<file path="src/hdl/dbs_pkg.sv">
// Constants for the dual byte buffer with boundary scan
package dbs_pkg;
    // Datapath and register widths
    localparam int BYTE_W  = 9;
    localparam int IR_W    = 8;
    localparam int CHAIN_W = 42;

    // Instruction codes, shifted LSB first
    localparam logic [7:0] IR_EXTEST = 8'h00;
    localparam logic [7:0] IR_CLAMP  = 8'h82;
    localparam logic [7:0] IR_HIGHZ  = 8'h03;
    localparam logic [7:0] IR_BYPASS = 8'hFF;
    // Capture pattern and sample code; value is arbitrary, low bits 01
    localparam logic [7:0] IR_CAPTURE = 8'hA5;
    localparam logic [7:0] IR_SAMPLE  = IR_CAPTURE;
    localparam logic [7:0] IR_RESET   = IR_BYPASS;

    // Boundary chain positions
    localparam int POS_A_PIN1 = 41;
    localparam int POS_A_PIN2 = 40;
    localparam int POS_A_EN   = 39;
    localparam int POS_B_PIN1 = 38;
    localparam int POS_B_PIN2 = 37;
    localparam int POS_B_EN   = 36;
    localparam int POS_A_IN   = 35;
    localparam int POS_B_IN   = 26;
    localparam int POS_A_OUT  = 17;
    localparam int POS_B_OUT  = 8;
    localparam logic [41:0] CHAIN_RESET = 42'h0;

    // Test access port controller states
    typedef enum logic [3:0] {
        DBS_TLR, DBS_RTI, DBS_SEL_DR, DBS_CAP_DR, DBS_SH_DR, DBS_EX1_DR,
        DBS_PA_DR, DBS_EX2_DR, DBS_UPD_DR, DBS_SEL_IR, DBS_CAP_IR,
        DBS_SH_IR, DBS_EX1_IR, DBS_PA_IR, DBS_EX2_IR, DBS_UPD_IR
    } dbs_tap_t;
endpackage

</file>
<file path="src/hdl/dbs_top.sv">
// Dual 9-bit buffer with boundary-scan test access port
`timescale 1ns/1ps

module dbs_top
(
    // Clock and reset
    input  wire logic                      clk,
    input  wire logic                      rst_n,
    // Test access port
    input  wire logic                      tck,
    input  wire logic                      tms,
    input  wire logic                      tdi,
    output logic                           tdo,
    output logic                           tdo_oe,
    // Byte A
    input  wire logic [dbs_pkg::BYTE_W-1:0] a_byte_inputs,
    input  wire logic                      a_side_enable_pin_one_n,
    input  wire logic                      a_side_enable_pin_two_n,
    output logic [dbs_pkg::BYTE_W-1:0]      a_byte_outputs,
    output logic [dbs_pkg::BYTE_W-1:0]      a_byte_outputs_oe,
    // Byte B
    input  wire logic [dbs_pkg::BYTE_W-1:0] b_byte_inputs,
    input  wire logic                      b_side_enable_pin_one_n,
    input  wire logic                      b_side_enable_pin_two_n,
    output logic [dbs_pkg::BYTE_W-1:0]      b_byte_outputs,
    output logic [dbs_pkg::BYTE_W-1:0]      b_byte_outputs_oe
);
    import dbs_pkg::*;

    function automatic logic sel_chain(input logic [7:0] ir);
        return (ir == IR_EXTEST) || (ir == IR_SAMPLE);
    endfunction
    function automatic logic pins_from_cells(input logic [7:0] ir);
        return (ir == IR_EXTEST) || (ir == IR_CLAMP);
    endfunction

    // scan, byte and enable pins synchronised; stage one read by stage two only
    localparam int SW = 3 + 2 * BYTE_W + 4;
    logic [SW-1:0] meta_q;
    logic [SW-1:0] sync_q;
    logic          tck_d1_q;
    always_ff @(posedge clk or negedge rst_n) begin
        if (!rst_n) begin
            meta_q   <= '0;
            sync_q   <= '0;
            tck_d1_q <= 1'b0;
        end else begin
            meta_q   <= {tck, tms, tdi, a_byte_inputs, b_byte_inputs,
                         a_side_enable_pin_one_n, a_side_enable_pin_two_n,
                         b_side_enable_pin_one_n, b_side_enable_pin_two_n};
            sync_q   <= meta_q;
            tck_d1_q <= sync_q[SW-1];
        end
    end

    logic               tck_s;
    logic               tms_s;
    logic               tdi_s;
    logic [BYTE_W-1:0]  a_in_s;
    logic [BYTE_W-1:0]  b_in_s;
    logic               a_p1_s, a_p2_s, b_p1_s, b_p2_s;
    logic               tck_rise, tck_fall;
    logic               a_en_sys, b_en_sys;
    assign {tck_s, tms_s, tdi_s, a_in_s, b_in_s,
            a_p1_s, a_p2_s, b_p1_s, b_p2_s} = sync_q;
    // rise of the sampled test clock
    assign tck_rise = tck_s & ~tck_d1_q;
    // fall of the sampled test clock
    assign tck_fall = ~tck_s & tck_d1_q;
    // system enable is NOR of the two low-active pins
    assign a_en_sys = ~(a_p1_s | a_p2_s);
    assign b_en_sys = ~(b_p1_s | b_p2_s);

    // Scan state
    dbs_tap_t             tap_q,   tap_d;
    logic [IR_W-1:0]      ir_sr_q, ir_sr_d;
    logic [IR_W-1:0]      ir_q,    ir_d;
    logic                 byp_q,   byp_d;
    logic [CHAIN_W-1:0]   chain_q, chain_d;
    logic [CHAIN_W-1:0]   upd_q,   upd_d;
    logic                 tdo_d;
    logic                 tdo_oe_d;
    logic [CHAIN_W-1:0]   cap;

    // Parallel capture image of the chain
    always_comb begin
        cap = '0;
        cap[POS_A_PIN1] = a_p1_s;
        cap[POS_A_PIN2] = a_p2_s;
        cap[POS_A_EN]   = a_en_sys;
        cap[POS_B_PIN1] = b_p1_s;
        cap[POS_B_PIN2] = b_p2_s;
        cap[POS_B_EN]   = b_en_sys;
        // data section, bit 0 of each byte at the high position
        for (int i = 0; i < BYTE_W; i++) begin
            cap[POS_A_IN - i]  = a_in_s[i];
            cap[POS_B_IN - i]  = b_in_s[i];
            // output cells observe the system data path
            cap[POS_A_OUT - i] = a_in_s[i];
            cap[POS_B_OUT - i] = b_in_s[i];
        end
    end

    // Controller, shift paths and update latches
    always_comb begin
        tap_d    = tap_q;
        ir_sr_d  = ir_sr_q;
        ir_d     = ir_q;
        byp_d    = byp_q;
        chain_d  = chain_q;
        upd_d    = upd_q;
        tdo_d    = tdo;
        tdo_oe_d = tdo_oe;
        if (tck_rise) begin
            case (tap_q)
                DBS_TLR:    tap_d = tms_s ? DBS_TLR    : DBS_RTI;
                DBS_RTI:    tap_d = tms_s ? DBS_SEL_DR : DBS_RTI;
                DBS_SEL_DR: tap_d = tms_s ? DBS_SEL_IR : DBS_CAP_DR;
                DBS_CAP_DR: tap_d = tms_s ? DBS_EX1_DR : DBS_SH_DR;
                DBS_SH_DR:  tap_d = tms_s ? DBS_EX1_DR : DBS_SH_DR;
                DBS_EX1_DR: tap_d = tms_s ? DBS_UPD_DR : DBS_PA_DR;
                DBS_PA_DR:  tap_d = tms_s ? DBS_EX2_DR : DBS_PA_DR;
                DBS_EX2_DR: tap_d = tms_s ? DBS_UPD_DR : DBS_SH_DR;
                DBS_UPD_DR: tap_d = tms_s ? DBS_SEL_DR : DBS_RTI;
                DBS_SEL_IR: tap_d = tms_s ? DBS_TLR    : DBS_CAP_IR;
                DBS_CAP_IR: tap_d = tms_s ? DBS_EX1_IR : DBS_SH_IR;
                DBS_SH_IR:  tap_d = tms_s ? DBS_EX1_IR : DBS_SH_IR;
                DBS_EX1_IR: tap_d = tms_s ? DBS_UPD_IR : DBS_PA_IR;
                DBS_PA_IR:  tap_d = tms_s ? DBS_EX2_IR : DBS_PA_IR;
                DBS_EX2_IR: tap_d = tms_s ? DBS_UPD_IR : DBS_SH_IR;
                DBS_UPD_IR: tap_d = tms_s ? DBS_SEL_DR : DBS_RTI;
                default:    tap_d = DBS_TLR;
            endcase
            case (tap_q)
                // fixed capture pattern; low bits 01
                DBS_CAP_IR: ir_sr_d = IR_CAPTURE;
                DBS_SH_IR:  ir_sr_d = {tdi_s, ir_sr_q[IR_W-1:1]};
                DBS_CAP_DR: begin
                    byp_d = 1'b0;
                    if (sel_chain(ir_q)) begin
                        chain_d = cap;
                    end
                end
                DBS_SH_DR: begin
                    // every non-chain code shifts through bypass
                    if (sel_chain(ir_q)) begin
                        chain_d = {tdi_s, chain_q[CHAIN_W-1:1]};
                    end else begin
                        byp_d = tdi_s;
                    end
                end
                default: ;
            endcase
        end
        // serial out, updates and reset act on the falling edge
        if (tck_fall) begin
            tdo_oe_d = (tap_q == DBS_SH_DR) || (tap_q == DBS_SH_IR);
            tdo_d = (tap_q == DBS_SH_IR) ? ir_sr_q[0]
                  : (sel_chain(ir_q) ? chain_q[0] : byp_q);
            case (tap_q)
                DBS_TLR:    ir_d = IR_RESET;
                DBS_UPD_IR: ir_d = ir_sr_q;
                DBS_UPD_DR: begin
                    if (sel_chain(ir_q)) begin
                        upd_d = chain_q;
                    end
                end
                default: ;
            endcase
        end
    end

    always_ff @(posedge clk or negedge rst_n) begin
        if (!rst_n) begin
            tap_q   <= DBS_TLR;
            ir_sr_q <= IR_RESET;
            ir_q    <= IR_RESET;
            byp_q   <= 1'b0;
            chain_q <= CHAIN_RESET;
            upd_q   <= CHAIN_RESET;
            tdo     <= 1'b0;
            tdo_oe  <= 1'b0;
        end else begin
            tap_q   <= tap_d;
            ir_sr_q <= ir_sr_d;
            ir_q    <= ir_d;
            byp_q   <= byp_d;
            chain_q <= chain_d;
            upd_q   <= upd_d;
            tdo     <= tdo_d;
            tdo_oe  <= tdo_oe_d;
        end
    end

    // Pin drivers; registered so a test override lands one clk later
    logic              drive_cells, hiz, a_en, b_en;
    logic [BYTE_W-1:0] a_out_d, b_out_d;
    always_comb begin
        drive_cells = pins_from_cells(ir_q);
        hiz         = (ir_q == IR_HIGHZ);
        // control cell one enables, zero floats the byte
        a_en = hiz ? 1'b0 : (drive_cells ? upd_q[POS_A_EN] : a_en_sys);
        b_en = hiz ? 1'b0 : (drive_cells ? upd_q[POS_B_EN] : b_en_sys);
        // output cells override the system value under EXTEST and CLAMP
        for (int i = 0; i < BYTE_W; i++) begin
            a_out_d[i] = drive_cells ? upd_q[POS_A_OUT - i] : a_in_s[i];
            b_out_d[i] = drive_cells ? upd_q[POS_B_OUT - i] : b_in_s[i];
        end
    end

    // uninverted pass; enables float whole byte; bytes apart
    always_ff @(posedge clk or negedge rst_n) begin
        if (!rst_n) begin
            a_byte_outputs    <= '0;
            b_byte_outputs    <= '0;
            a_byte_outputs_oe <= '0;
            b_byte_outputs_oe <= '0;
        end else begin
            a_byte_outputs    <= a_out_d;
            b_byte_outputs    <= b_out_d;
            a_byte_outputs_oe <= {BYTE_W{a_en}};
            b_byte_outputs_oe <= {BYTE_W{b_en}};
        end
    end
endmodule

</file>
<file path="config.mk">
export PLATFORM = sky130hd
export DESIGN_NAME = dbs_top
export DESIGN_NICKNAME = d
export VERILOG_FILES = /design/src/hdl/dbs_pkg.sv /design/src/hdl/dbs_top.sv
export SDC_FILE = /design/constraint.sdc
export NUM_CORES = 1
export LEC_CHECK = 0
export BUFFER_PORTS_ARGS = -buffer_cell sky130_fd_sc_hd__buf_2
export CORE_ASPECT_RATIO = 1.75
export CORE_UTILIZATION = 58
export DETAILED_ROUTE_END_ITERATION = 6
export HOLD_SLACK_MARGIN = 0.12
export PLACE_DENSITY = 0.91
export SYNTH_ARGS = -nofsm -noshare
export SYNTH_HDL_FRONTEND = slang
export SYNTH_SLANG_ARGS = --single-unit
</file>
<file path="constraint.sdc">
create_clock -name clk -period 3.38 [get_ports clk]
set_clock_uncertainty 0.05 [all_clocks]
set_input_delay 0.169 -clock clk [delete_from_list [all_inputs] [get_ports clk]]
set_output_delay 0.169 -clock clk [all_outputs]
set_load 0.05 [all_outputs]
</file>
==> flow_metrics.env, run 1 <==
export IMPL_ant_nets=0
export IMPL_ys_seq_area_share_pct=63.5
export IMPL_path_cells="or4_1 > a211o_1 > a2111oi_4 > buf_12 > mux2_2"
export IMPL_critPathSlowestCell="or4_1"
export IMPL_max_freq_ghz=0.384
export IMPL_reg2reg_from="ir_q[0]"
export IMPL_cap_violations=0
export IMPL_hold_start="meta_q[6]"
export IMPL_die_h_um=138
export IMPL_cts_buffers=17
export IMPL_grt_pass1_vias=4282
export IMPL_fp_dieW_um=80.0
export IMPL_crit_arrival_ns=2.86
export IMPL_antenna_found_initial=0
export IMPL_grt_pass1_wl_um=20500
export IMPL_tritoncts="yes"
export IMPL_cts_htree_levels=4
export IMPL_end_kind="flip-flop"
export IMPL_core_area_um2=10300
export IMPL_via_per_inst=5.69
export IMPL_synthesis_area_um2=6170
export IMPL_crit_type="flip-flop to flip-flop"
export IMPL_ys_warnings_count=0
export IMPL_cp_top_family="compound AO/OA/AOI/OAI gates"
export IMPL_hold_viol=0
export IMPL_place_area_um2=6530
export IMPL_drive_gt1_share_pct=29.5
export IMPL_grt_max_degree=102
export IMPL_post_cts_resized=0
export IMPL_vdd_ir_drop_worst_mv=0.482
export IMPL_cts_reportedPaths_clkPinSlew_ns=0.07
export IMPL_critPathMaxFanout=42
export IMPL_synth_edf_count=0
export IMPL_cellLeakagePower_nw=3.28
export IMPL_drt_iter0_drc=358
export IMPL_power_density_nw_per_um2=654
export IMPL_firstDrtPassIters=5
export IMPL_critPathBufInv=1
export IMPL_required_ns=3.63
export IMPL_row_count=49
export IMPL_ios=65
export IMPL_initial_core_util_pct=59.9
export IMPL_maxSlewHeadroom_pct=41.2
export IMPL_grt_remaining_overflow=0
export IMPL_clock_latency_ns=0.42
export IMPL_rsz0062_at_grt="false"
export IMPL_synthDistinctLibCells=45
export IMPL_slew_viol_final=0
export IMPL_root_buffer="clkbuf_16"
export IMPL_total_power_mw=4.80
export IMPL_nFillCells=638
export IMPL_syn_nets=512
export IMPL_diodes=0
export IMPL_worst_path_largest_cell_delay_ns=0.54
export IMPL_hold_class="flip-flop to flip-flop"
export IMPL_outcome="complete, no violations"
export IMPL_die_area_um2=11100
export IMPL_cts_sinks=156
export IMPL_setup_viol=0
export IMPL_critPathLaunchType="flip-flop"
export IMPL_route_vias_total=3986
export IMPL_track_usage_pct=24.8
export IMPL_syn2layout_area_growth_pct=19.0
export IMPL_drc_errors=0
export IMPL_place_gp_congestion=0.819
export IMPL_fin_tns_setup_ns=0
export IMPL_nNetsFinal=587
export IMPL_timing_critical_path_from="ir_q[0]"
export IMPL_worstMarginPinSlew_ns=0.882
export IMPL_dp_final_hpwl_um=7070
export IMPL_portBuffers=64
export IMPL_min_period_ns=2.61
export IMPL_drt_total_wl_um=12300
export IMPL_wl_per_cell_um=17.6
export IMPL_ys_ff_latch=156
export IMPL_synth_area_per_cell_um2=12.7
export IMPL_synthCells=485
export IMPL_clockBufferDepth=2
export IMPL_synth_top_flop_cell="dfrtp_1"
export IMPL_final_area_um2=7350
export IMPL_async_flop_share_pct=100
export IMPL_period_share_pct=77.1
[metal layers]
layer	GRT usage, %	wire [um]
met1	28.8	4710
met2	41.6	6660
met3	6.07	488
met4	13.3	447
met5	0	0
[layout by cell type, fill, tap and decap left out, types with 3 or more instances in the layout]
| master | instances |
|---|---|
| clkbuf_16 | 17 |
| a31oi_1 | 6 |
| dfrtp_1 | 140 |
| mux2i_1 | 36 |
| inv_6 | 3 |
| nand3_1 | 8 |
| nor2b_1 | 23 |
| buf_2 | 63 |
| inv_8 | 3 |
| nand2_1 | 9 |
| dfstp_2 | 16 |
| clkinvlp_4 | 3 |
| mux2_1 | 4 |
| mux2_2 | 45 |
| clkinv_4 | 5 |
| buf_4 | 5 |
| or3_1 | 3 |
| o21ai_0 | 10 |
| dlygate4sd3_1 | 26 |
| inv_1 | 44 |
| nand3b_1 | 3 |
| a21oi_1 | 44 |
| nor2_1 | 13 |
| o22a_1 | 8 |
[through the flow]
step | util [%] | cells | setup slack (ns) | hold WS (ns)
after global routing | 71.3 | 700 | 0.708 | 0.302
after CTS | 71.3 | 700 | 0.769 | 0.296
final | 71.3 | 700 | 0.775 | 0.295
after global placement | 63.4 | 642 | 0.898 | 0.226
after detailed placement | 63.4 | 642 | 0.830 | 0.228
after floorplan | - | 485 | 1.00 | -0.177
[power breakdown]
group / internal [mW] / leakage (nW) / switching (mW)
combinational: 0.294 / 1.06 / 0.496
clock: 0.963 / 0.266 / 0.823
sequential: 2.06 / 1.95 / 0.167
total: 3.32 / 3.28 / 1.49
[sequential cells by signal, summed over array words and instances (netlist names)]
signal             count
a_byte_outputs         9
a_byte_outputs_oe      1
b_byte_outputs         9
b_byte_outputs_oe      1
byp_q                  1
chain_q               42
ir_q                   8
ir_sr_q                8
meta_q                25
sync_q                25
tap_q                  4
tck_d1_q               1
tdo                    1
tdo_oe                 1
upd_q                 20
[logic make-up after synthesis]
group / share of synthesized area [%]
AO/OA/AOI/OAI: 8.51
buffers and inverters: 6.26
flip-flops: 63.5
XOR/XNOR: 0.284
multiplexers: 14.8
AND/OR/NAND/NOR: 6.63
[area by class of cell]
| cell class | count | area (um^2) | area share, % |
|---|---|---|---|
| sequential | 156 | 3920 | 53.4 |
| multi-input combinational | 244 | 1880 | 25.6 |
| timing repair buffer | 97 | 664 | 9.04 |
| clock buffer | 17 | 425 | 5.79 |
| inverter | 44 | 165 | 2.25 |
| tap | 127 | 159 | 2.16 |
| clock inverter | 15 | 131 | 1.79 |
[worst paths after layout]
kind | depth (start not counted) | to | slack, ns
setup / recovery | 5 | chain_q[34] | 0.77
hold / removal | 0 | sync_q[6] | 0.29
setup reg to reg | 5 | chain_q[34] | 0.77
hold reg to reg | 0 | sync_q[6] | 0.29
max in group asynchronous | 3 | sync_q[2] | 2.12
min in group asynchronous | 2 | b_byte_outputs[6] | 0.37
[cells in the mapped netlist, types with 3 or more instances]
| master | number | area share, % |
|---|---|---|
| nand3b_1 | 3 | 0.36 |
| mux2_1 | 4 | 0.73 |
| a31oi_1 | 6 | 0.61 |
| nor2b_1 | 23 | 2.3 |
| mux2i_1 | 36 | 5.8 |
| buf_2 | 3 | 0.24 |
| dfrtp_1 | 140 | 57 |
| dfstp_2 | 16 | 6.8 |
| buf_4 | 17 | 2.1 |
| a21oi_1 | 44 | 3.6 |
| nor2_1 | 13 | 0.79 |
| o22a_1 | 8 | 1.1 |
| mux2_2 | 45 | 8.2 |
| nand2_1 | 9 | 0.55 |
| o21ai_0 | 10 | 0.81 |
| nand3_1 | 8 | 0.65 |
| or3_1 | 3 | 0.30 |
| inv_1 | 44 | 2.7 |
| clkbuf_1 | 19 | 1.2 |
[what timing repair did]
action	4_1_cts	5_1_grt
hold buffers	26	0
hold endpoints to repair	109	0
buffers inserted	0	0
(Power assumes the default switching activity.)
==> inputs of run 2 (changes only) <==
==> constraint.sdc (replaced) <==
create_clock -name clk -period 2.4 [get_ports clk]
set_clock_uncertainty 0.05 [all_clocks]
set_input_delay 0.12 -clock clk [delete_from_list [all_inputs] [get_ports clk]]
set_output_delay 0.12 -clock clk [all_outputs]
set_load 0.05 [all_outputs]
==> run 2 against run 1 <==
- the run now ends with negative setup slack left
- register-to-register slack worse by 0.79 ns
- clock power up 48%
- non-clock buffer count up 17
- sequential cell count unchanged
- worst hold slack worse by 0.10 ns
- global-route usage up 1.4 points
- sequential power up 38%
- first-iteration DRC count down 33%
- critical path depth up 1
- critical endpoint is now chain_q[23]
- largest cell class unchanged
- highest routed layer unchanged
==> flow_metrics.env, run 2 (synthesis results as in run 1) <==
export IMPL_reg_largest_list="chain_q x42, meta_q x25, sync_q x25"
export IMPL_grt_pass1_vias=4373
export IMPL_diodes=0
export IMPL_cts_htree_levels=4
export IMPL_cts_buffers=17
export IMPL_die_h_um=138
export IMPL_reg2reg_depth=6
export IMPL_via_per_inst=5.74
export IMPL_power_density_nw_per_um2=925
export IMPL_drive_gt1_share_pct=31.9
export IMPL_mostFrequentLayoutCells="140 x dfrtp_1, 63 x buf_2, 45 x mux2_2"
export IMPL_final_util_pct=73.3
export IMPL_cts_sinks=156
export IMPL_grt_max_degree=64
export IMPL_row_count=49
export IMPL_ant_nets=0
export IMPL_clock_latency_ns=0.42
export IMPL_period_share_pct=101
export IMPL_place_worst_setup_slack_ns=0.0344
export IMPL_total_power_mw=6.98
export IMPL_root_buffer="clkbuf_16"
export IMPL_initial_core_util_pct=59.9
export IMPL_antenna_found_initial=0
export IMPL_crit_type="flip-flop to flip-flop"
export IMPL_largest_register="chain_q"
export IMPL_syn2layout_area_growth_pct=22.2
export IMPL_maxSlewHeadroom_pct=45.9
export IMPL_nFillCells=595
export IMPL_firstDrtPassIters=5
export IMPL_required_ns=2.67
export IMPL_hold_viol=0
export IMPL_rr_endpoint="chain_q[23]"
export IMPL_critPathMaxFanout=22
export IMPL_worstMarginPinSlew_ns=0.804
export IMPL_die_area_um2=11100
export IMPL_worst_path_largest_cell_delay_ns=0.53
export IMPL_critPathLaunchType="flip-flop"
export IMPL_cap_violations=0
export IMPL_rrSetupSlack_ns=-0.01
export IMPL_crit_arrival_ns=2.69
export IMPL_grt_remaining_overflow=0
export IMPL_violations="negative setup slack"
export IMPL_route_vias_total=4112
export IMPL_grt_pass1_wl_um=21700
export IMPL_slew_viol_final=0
export IMPL_fp_dieW_um=80.0
export IMPL_timing_critical_path_from="ir_q[0]"
export IMPL_min_period_ns=2.41
export IMPL_drt_iter0_drc=240
export IMPL_path_cells="or4_4 > a211o_1 > a2111oi_4 > buf_4 > buf_12 > mux2i_1"
export IMPL_place_gp_congestion=0.824
export IMPL_critPathSlowestCell="or4_4"
export IMPL_cts_reportedPaths_clkPinSlew_ns=0.06
export IMPL_vdd_ir_drop_worst_mv=0.691
export IMPL_track_usage_pct=26.3
export IMPL_tritoncts="yes"
export IMPL_worst_slack_ns=-0.0139
export IMPL_hold_class="input port to asynchronous set/reset pin"
export IMPL_core_area_um2=10300
export IMPL_drc_errors=0
export IMPL_reg2reg_from="ir_q[0]"
export IMPL_drt_total_wl_um=13700
export IMPL_wl_per_cell_um=19.1
export IMPL_ios=65
export IMPL_nNetsFinal=604
export IMPL_final_common_cell="dfrtp_1"
export IMPL_end_kind="flip-flop"
export IMPL_setup_viol=8
export IMPL_dp_final_hpwl_um=8010
export IMPL_largest_reg_flops=42
export IMPL_clockBufferDepth=2
export IMPL_outcome="finished, violations left"
export IMPL_portBuffers=64
export IMPL_cellLeakagePower_nw=3.41
export IMPL_rsz0062_at_grt="true"
export IMPL_max_freq_ghz=0.414
run 2: changes by cell type in the layout (fill, tap and decap cells not counted), sizes merged:
cell      change
bufinv        +2
buf          +17
clkinvlp      -1
clkbuf        +4
inv           -5
run 2: what timing repair did:
| item | 4_1_cts | 5_1_grt |
|---|---|---|
| cloned | 0 | 0 |
| pin swaps | 1 | 2 |
| buffers inserted | 0 | 6 |
| endpoints found under the hold margin | 124 | 0 |
| gates resized for setup | 3 | 6 |
| setup endpoints to repair | 32 | 7 |
| hold buffers | 26 | 0 |
run 2: layout make-up:
| class | instances | area, um^2 | share of cell area, % |
|---|---|---|---|
| Sequential cell | 156 | 3920 | 52.0 |
| Multi-Input combinational cell | 244 | 1890 | 25.0 |
| Timing Repair Buffer | 114 | 821 | 10.9 |
| Clock buffer | 21 | 470 | 6.23 |
| Inverter | 44 | 165 | 2.19 |
| Tap cell | 127 | 159 | 2.11 |
| Clock inverter | 11 | 118 | 1.56 |
run 2: worst max path at each step:
stage                              to  slack, ns  cells past startpoint
final                     chain_q[23]      -0.01                      6
after floorplan           chain_q[39]       0.02                      5
after CTS                 chain_q[32]       0.03                      6
after global placement    chain_q[36]       0.06                      5
after global routing      chain_q[32]      -0.07                      7
after detailed placement  chain_q[21]       0.03                      5
run 2: per-layer routing:
layer	up-vias	GRT usage (%)	part of all wire, %	routed length (um)
met5	-	0	0	0
met1	2067	29.1	37	5070
met2	173	45.3	54	7410
met4	0	14.6	4.3	585
li1	1817	-	-	-
met3	55	6.07	4.4	598
run 2: stage by stage:
stage | instance area (um^2) | hold WS [ns] | setup TNS [ns] | std cells
after floorplan | 6170 | -0.226 | 0 | 485
after global placement | 6630 | 0.0781 | 0 | 653
after detailed placement | 6630 | 0.0842 | 0 | 653
after CTS | 7490 | 0.216 | 0 | 711
after global routing | 7550 | 0.250 | -1.48 | 717
final | 7550 | 0.195 | -0.0574 | 717
run 2: where the power goes:
part / internal, mW / leakage [nW] / switching, mW
clock: 1.61 / 0.289 / 1.04
combinational: 0.450 / 1.17 / 0.796
sequential: 2.91 / 1.95 / 0.180
total: 4.96 / 3.41 / 2.02
run 2: worst max-delay path, delay by kind of cell (launching register included):
family / cells / cell delay [ns]
AOI/OAI and AO/OA: 2 / 0.68
and+or+nand+nor: 1 / 0.53
DFF: 1 / 0.39
buffers and inverters: 2 / 0.38
muxes: 1 / 0.28
==> inputs of run 3 (changes only) <==
--- a/config.mk
+++ b/config.mk
@@ -6,11 +6,12 @@
 export NUM_CORES = 1
 export LEC_CHECK = 0
 export BUFFER_PORTS_ARGS = -buffer_cell sky130_fd_sc_hd__buf_2
+export CAP_MARGIN = 20
 export CORE_ASPECT_RATIO = 1.75
 export CORE_UTILIZATION = 58
 export DETAILED_ROUTE_END_ITERATION = 6
 export HOLD_SLACK_MARGIN = 0.12
-export PLACE_DENSITY = 0.91
+export PLACE_DENSITY = 0.86
 export SYNTH_ARGS = -nofsm -noshare
 export SYNTH_HDL_FRONTEND = slang
 export SYNTH_SLANG_ARGS = --single-unit
==> run 3 against run 2 <==
- the run now ends clean
- sequential power barely moved
- first-iteration DRC count rose by 7.5%
- maximum frequency rose by 3.5%
- cell count fell by 0.84%
- final area fell by 0.33%
- core utilization fell by 0.24 points
- clock power fell by 3%
- die area did not move
==> flow_metrics.env, run 3 (synthesis results as in run 1) <==
export IMPL_outcome="complete, no violations"
export IMPL_mostFrequentLayoutCells="140 x dfrtp_1, 63 x buf_2, 45 x mux2_2"
export IMPL_row_count=49
export IMPL_place_gp_congestion=0.777
export IMPL_core_area_um2=10300
export IMPL_cellLeakagePower_nw=3.38
export IMPL_nNetsFinal=599
export IMPL_setup_viol=0
export IMPL_grt_remaining_overflow=0
export IMPL_critPathLaunchType="flip-flop"
export IMPL_hold_class="input port to asynchronous set/reset pin"
export IMPL_drc_errors=0
export IMPL_hold_viol=0
export IMPL_worst_slack_ns=0.0688
export IMPL_cts_htree_levels=4
export IMPL_end_kind="flip-flop"
export IMPL_drive_gt1_share_pct=31.0
export IMPL_crit_arrival_ns=2.61
export IMPL_power_density_nw_per_um2=918
export IMPL_hold_ws_ns=0.174
export IMPL_grt_met2_usage_pct=42.6
export IMPL_use_met3_pct=6.27
export IMPL_slew_viol_final=0
export IMPL_grtUsageMet1_pct=28.1
export IMPL_route_vias_total=4037
export IMPL_cts_reportedPaths_clkPinSlew_ns=0.06
export IMPL_final_area_um2=7520
export IMPL_place_inst=652
export IMPL_rsz0062_at_grt="false"
export IMPL_syn2layout_area_growth_pct=21.8
export IMPL_drt_iter0_drc=258
export IMPL_tritoncts="yes"
export IMPL_antenna_found_initial=0
export IMPL_via_per_inst=5.68
export IMPL_regArea_um2=3920
export IMPL_diodes=0
export IMPL_fp_dieW_um=80.0
export IMPL_drt_total_wl_um=13000
export IMPL_period_share_pct=97.1
export IMPL_largest_register="chain_q"
export IMPL_ios=65
export IMPL_stdcell_count=711
export IMPL_cts_sinks=156
export IMPL_fin_tns_setup_ns=0
export IMPL_reg_largest_list="chain_q x42, meta_q x25, sync_q x25"
export IMPL_portBuffers=64
export IMPL_place_area_um2=6640
export IMPL_critPathMaxFanout=12
export IMPL_grt_busiest_layer="met2"
export IMPL_initial_core_util_pct=59.9
export IMPL_cap_violations=0
export IMPL_die_h_um=138
export IMPL_ant_nets=0
export IMPL_worstMarginPinSlew_ns=0.739
export IMPL_dp_final_hpwl_um=7510
export IMPL_multi_input_area_um2=1890
export IMPL_firstDrtPassIters=5
export IMPL_grt_pass1_wl_um=20500
export IMPL_grt_pass1_vias=4270
export IMPL_maxSlewHeadroom_pct=50.3
export IMPL_nFillCells=632
export IMPL_min_period_ns=2.33
export IMPL_root_buffer="clkbuf_16"
export IMPL_required_ns=2.68
export IMPL_track_usage_pct=24.8
export IMPL_final_common_cell="dfrtp_1"
export IMPL_clockBufferDepth=2
export IMPL_final_util_pct=73.0
export IMPL_vdd_ir_drop_worst_mv=0.717
export IMPL_wl_per_cell_um=18.2
export IMPL_cts_buffers=17
export IMPL_die_area_um2=11100
export IMPL_max_freq_ghz=0.429
export IMPL_grt_max_degree=58
export IMPL_total_power_mw=6.91
export IMPL_place_worst_setup_slack_ns=-0.0199
export IMPL_clock_latency_ns=0.42
export IMPL_largest_reg_flops=42
export IMPL_crit_type="flip-flop to flip-flop"
==> run 3: report_power, final <==
group          internal (mW)  switching (mW)
clock network           1.54            1.03
logic                  0.460           0.783
registers               2.91           0.187
total                   4.91            2.00
==> run 3: path summary, 6_finish.rpt <==
check                                   startpoint                 to  slack [ns]  cells past startpoint
min in group clk           b_side_enable_pin_one_n          meta_q[1]        0.29                      2
setup / recovery                           ir_q[0]         chain_q[1]        0.07                      6
max in group asynchronous                    rst_n            ir_q[0]        1.38                      3
setup reg to reg                           ir_q[0]         chain_q[1]        0.07                      6
hold / removal                               rst_n  b_byte_outputs[4]        0.17                      2
hold reg to reg                         meta_q[13]         sync_q[13]        0.30                      0
==> run 3: cell type report <==
type	count	area share, %
clock inverter	12	1.63
tap	127	2.11
inverter	44	2.20
clock buffer	19	5.89
sequential	156	52.2
multi-input combinational	244	25.1
timing repair buffer	109	10.9
==> run 3: worst max-delay path: stages, from the launching register on <==
cell,delay [ns]
dfstp_2,0.39
or4_4,0.53
a211o_4,0.37
a2111oi_4,0.27
buf_4,0.23
clkbuf_16,0.19
mux2i_1,0.21
==> run 3: what timing repair did <==
action                                 in CTS  in global routing
endpoints found under the hold margin     174                  0
gates cloned                                0                  1
pin swaps                                   2                  0
resized for setup                           1                  3
hold buffers                               26                  0
setup buffers                               0                  1
setup endpoints to repair                  19                 33
==> run 3: layer usage <==
metal  routed length (um)  up-vias
li1                     -     1809
met1                 4820     2053
met2                 7190      135
met3                  474       40
met4                  484        0
met5                    0        -
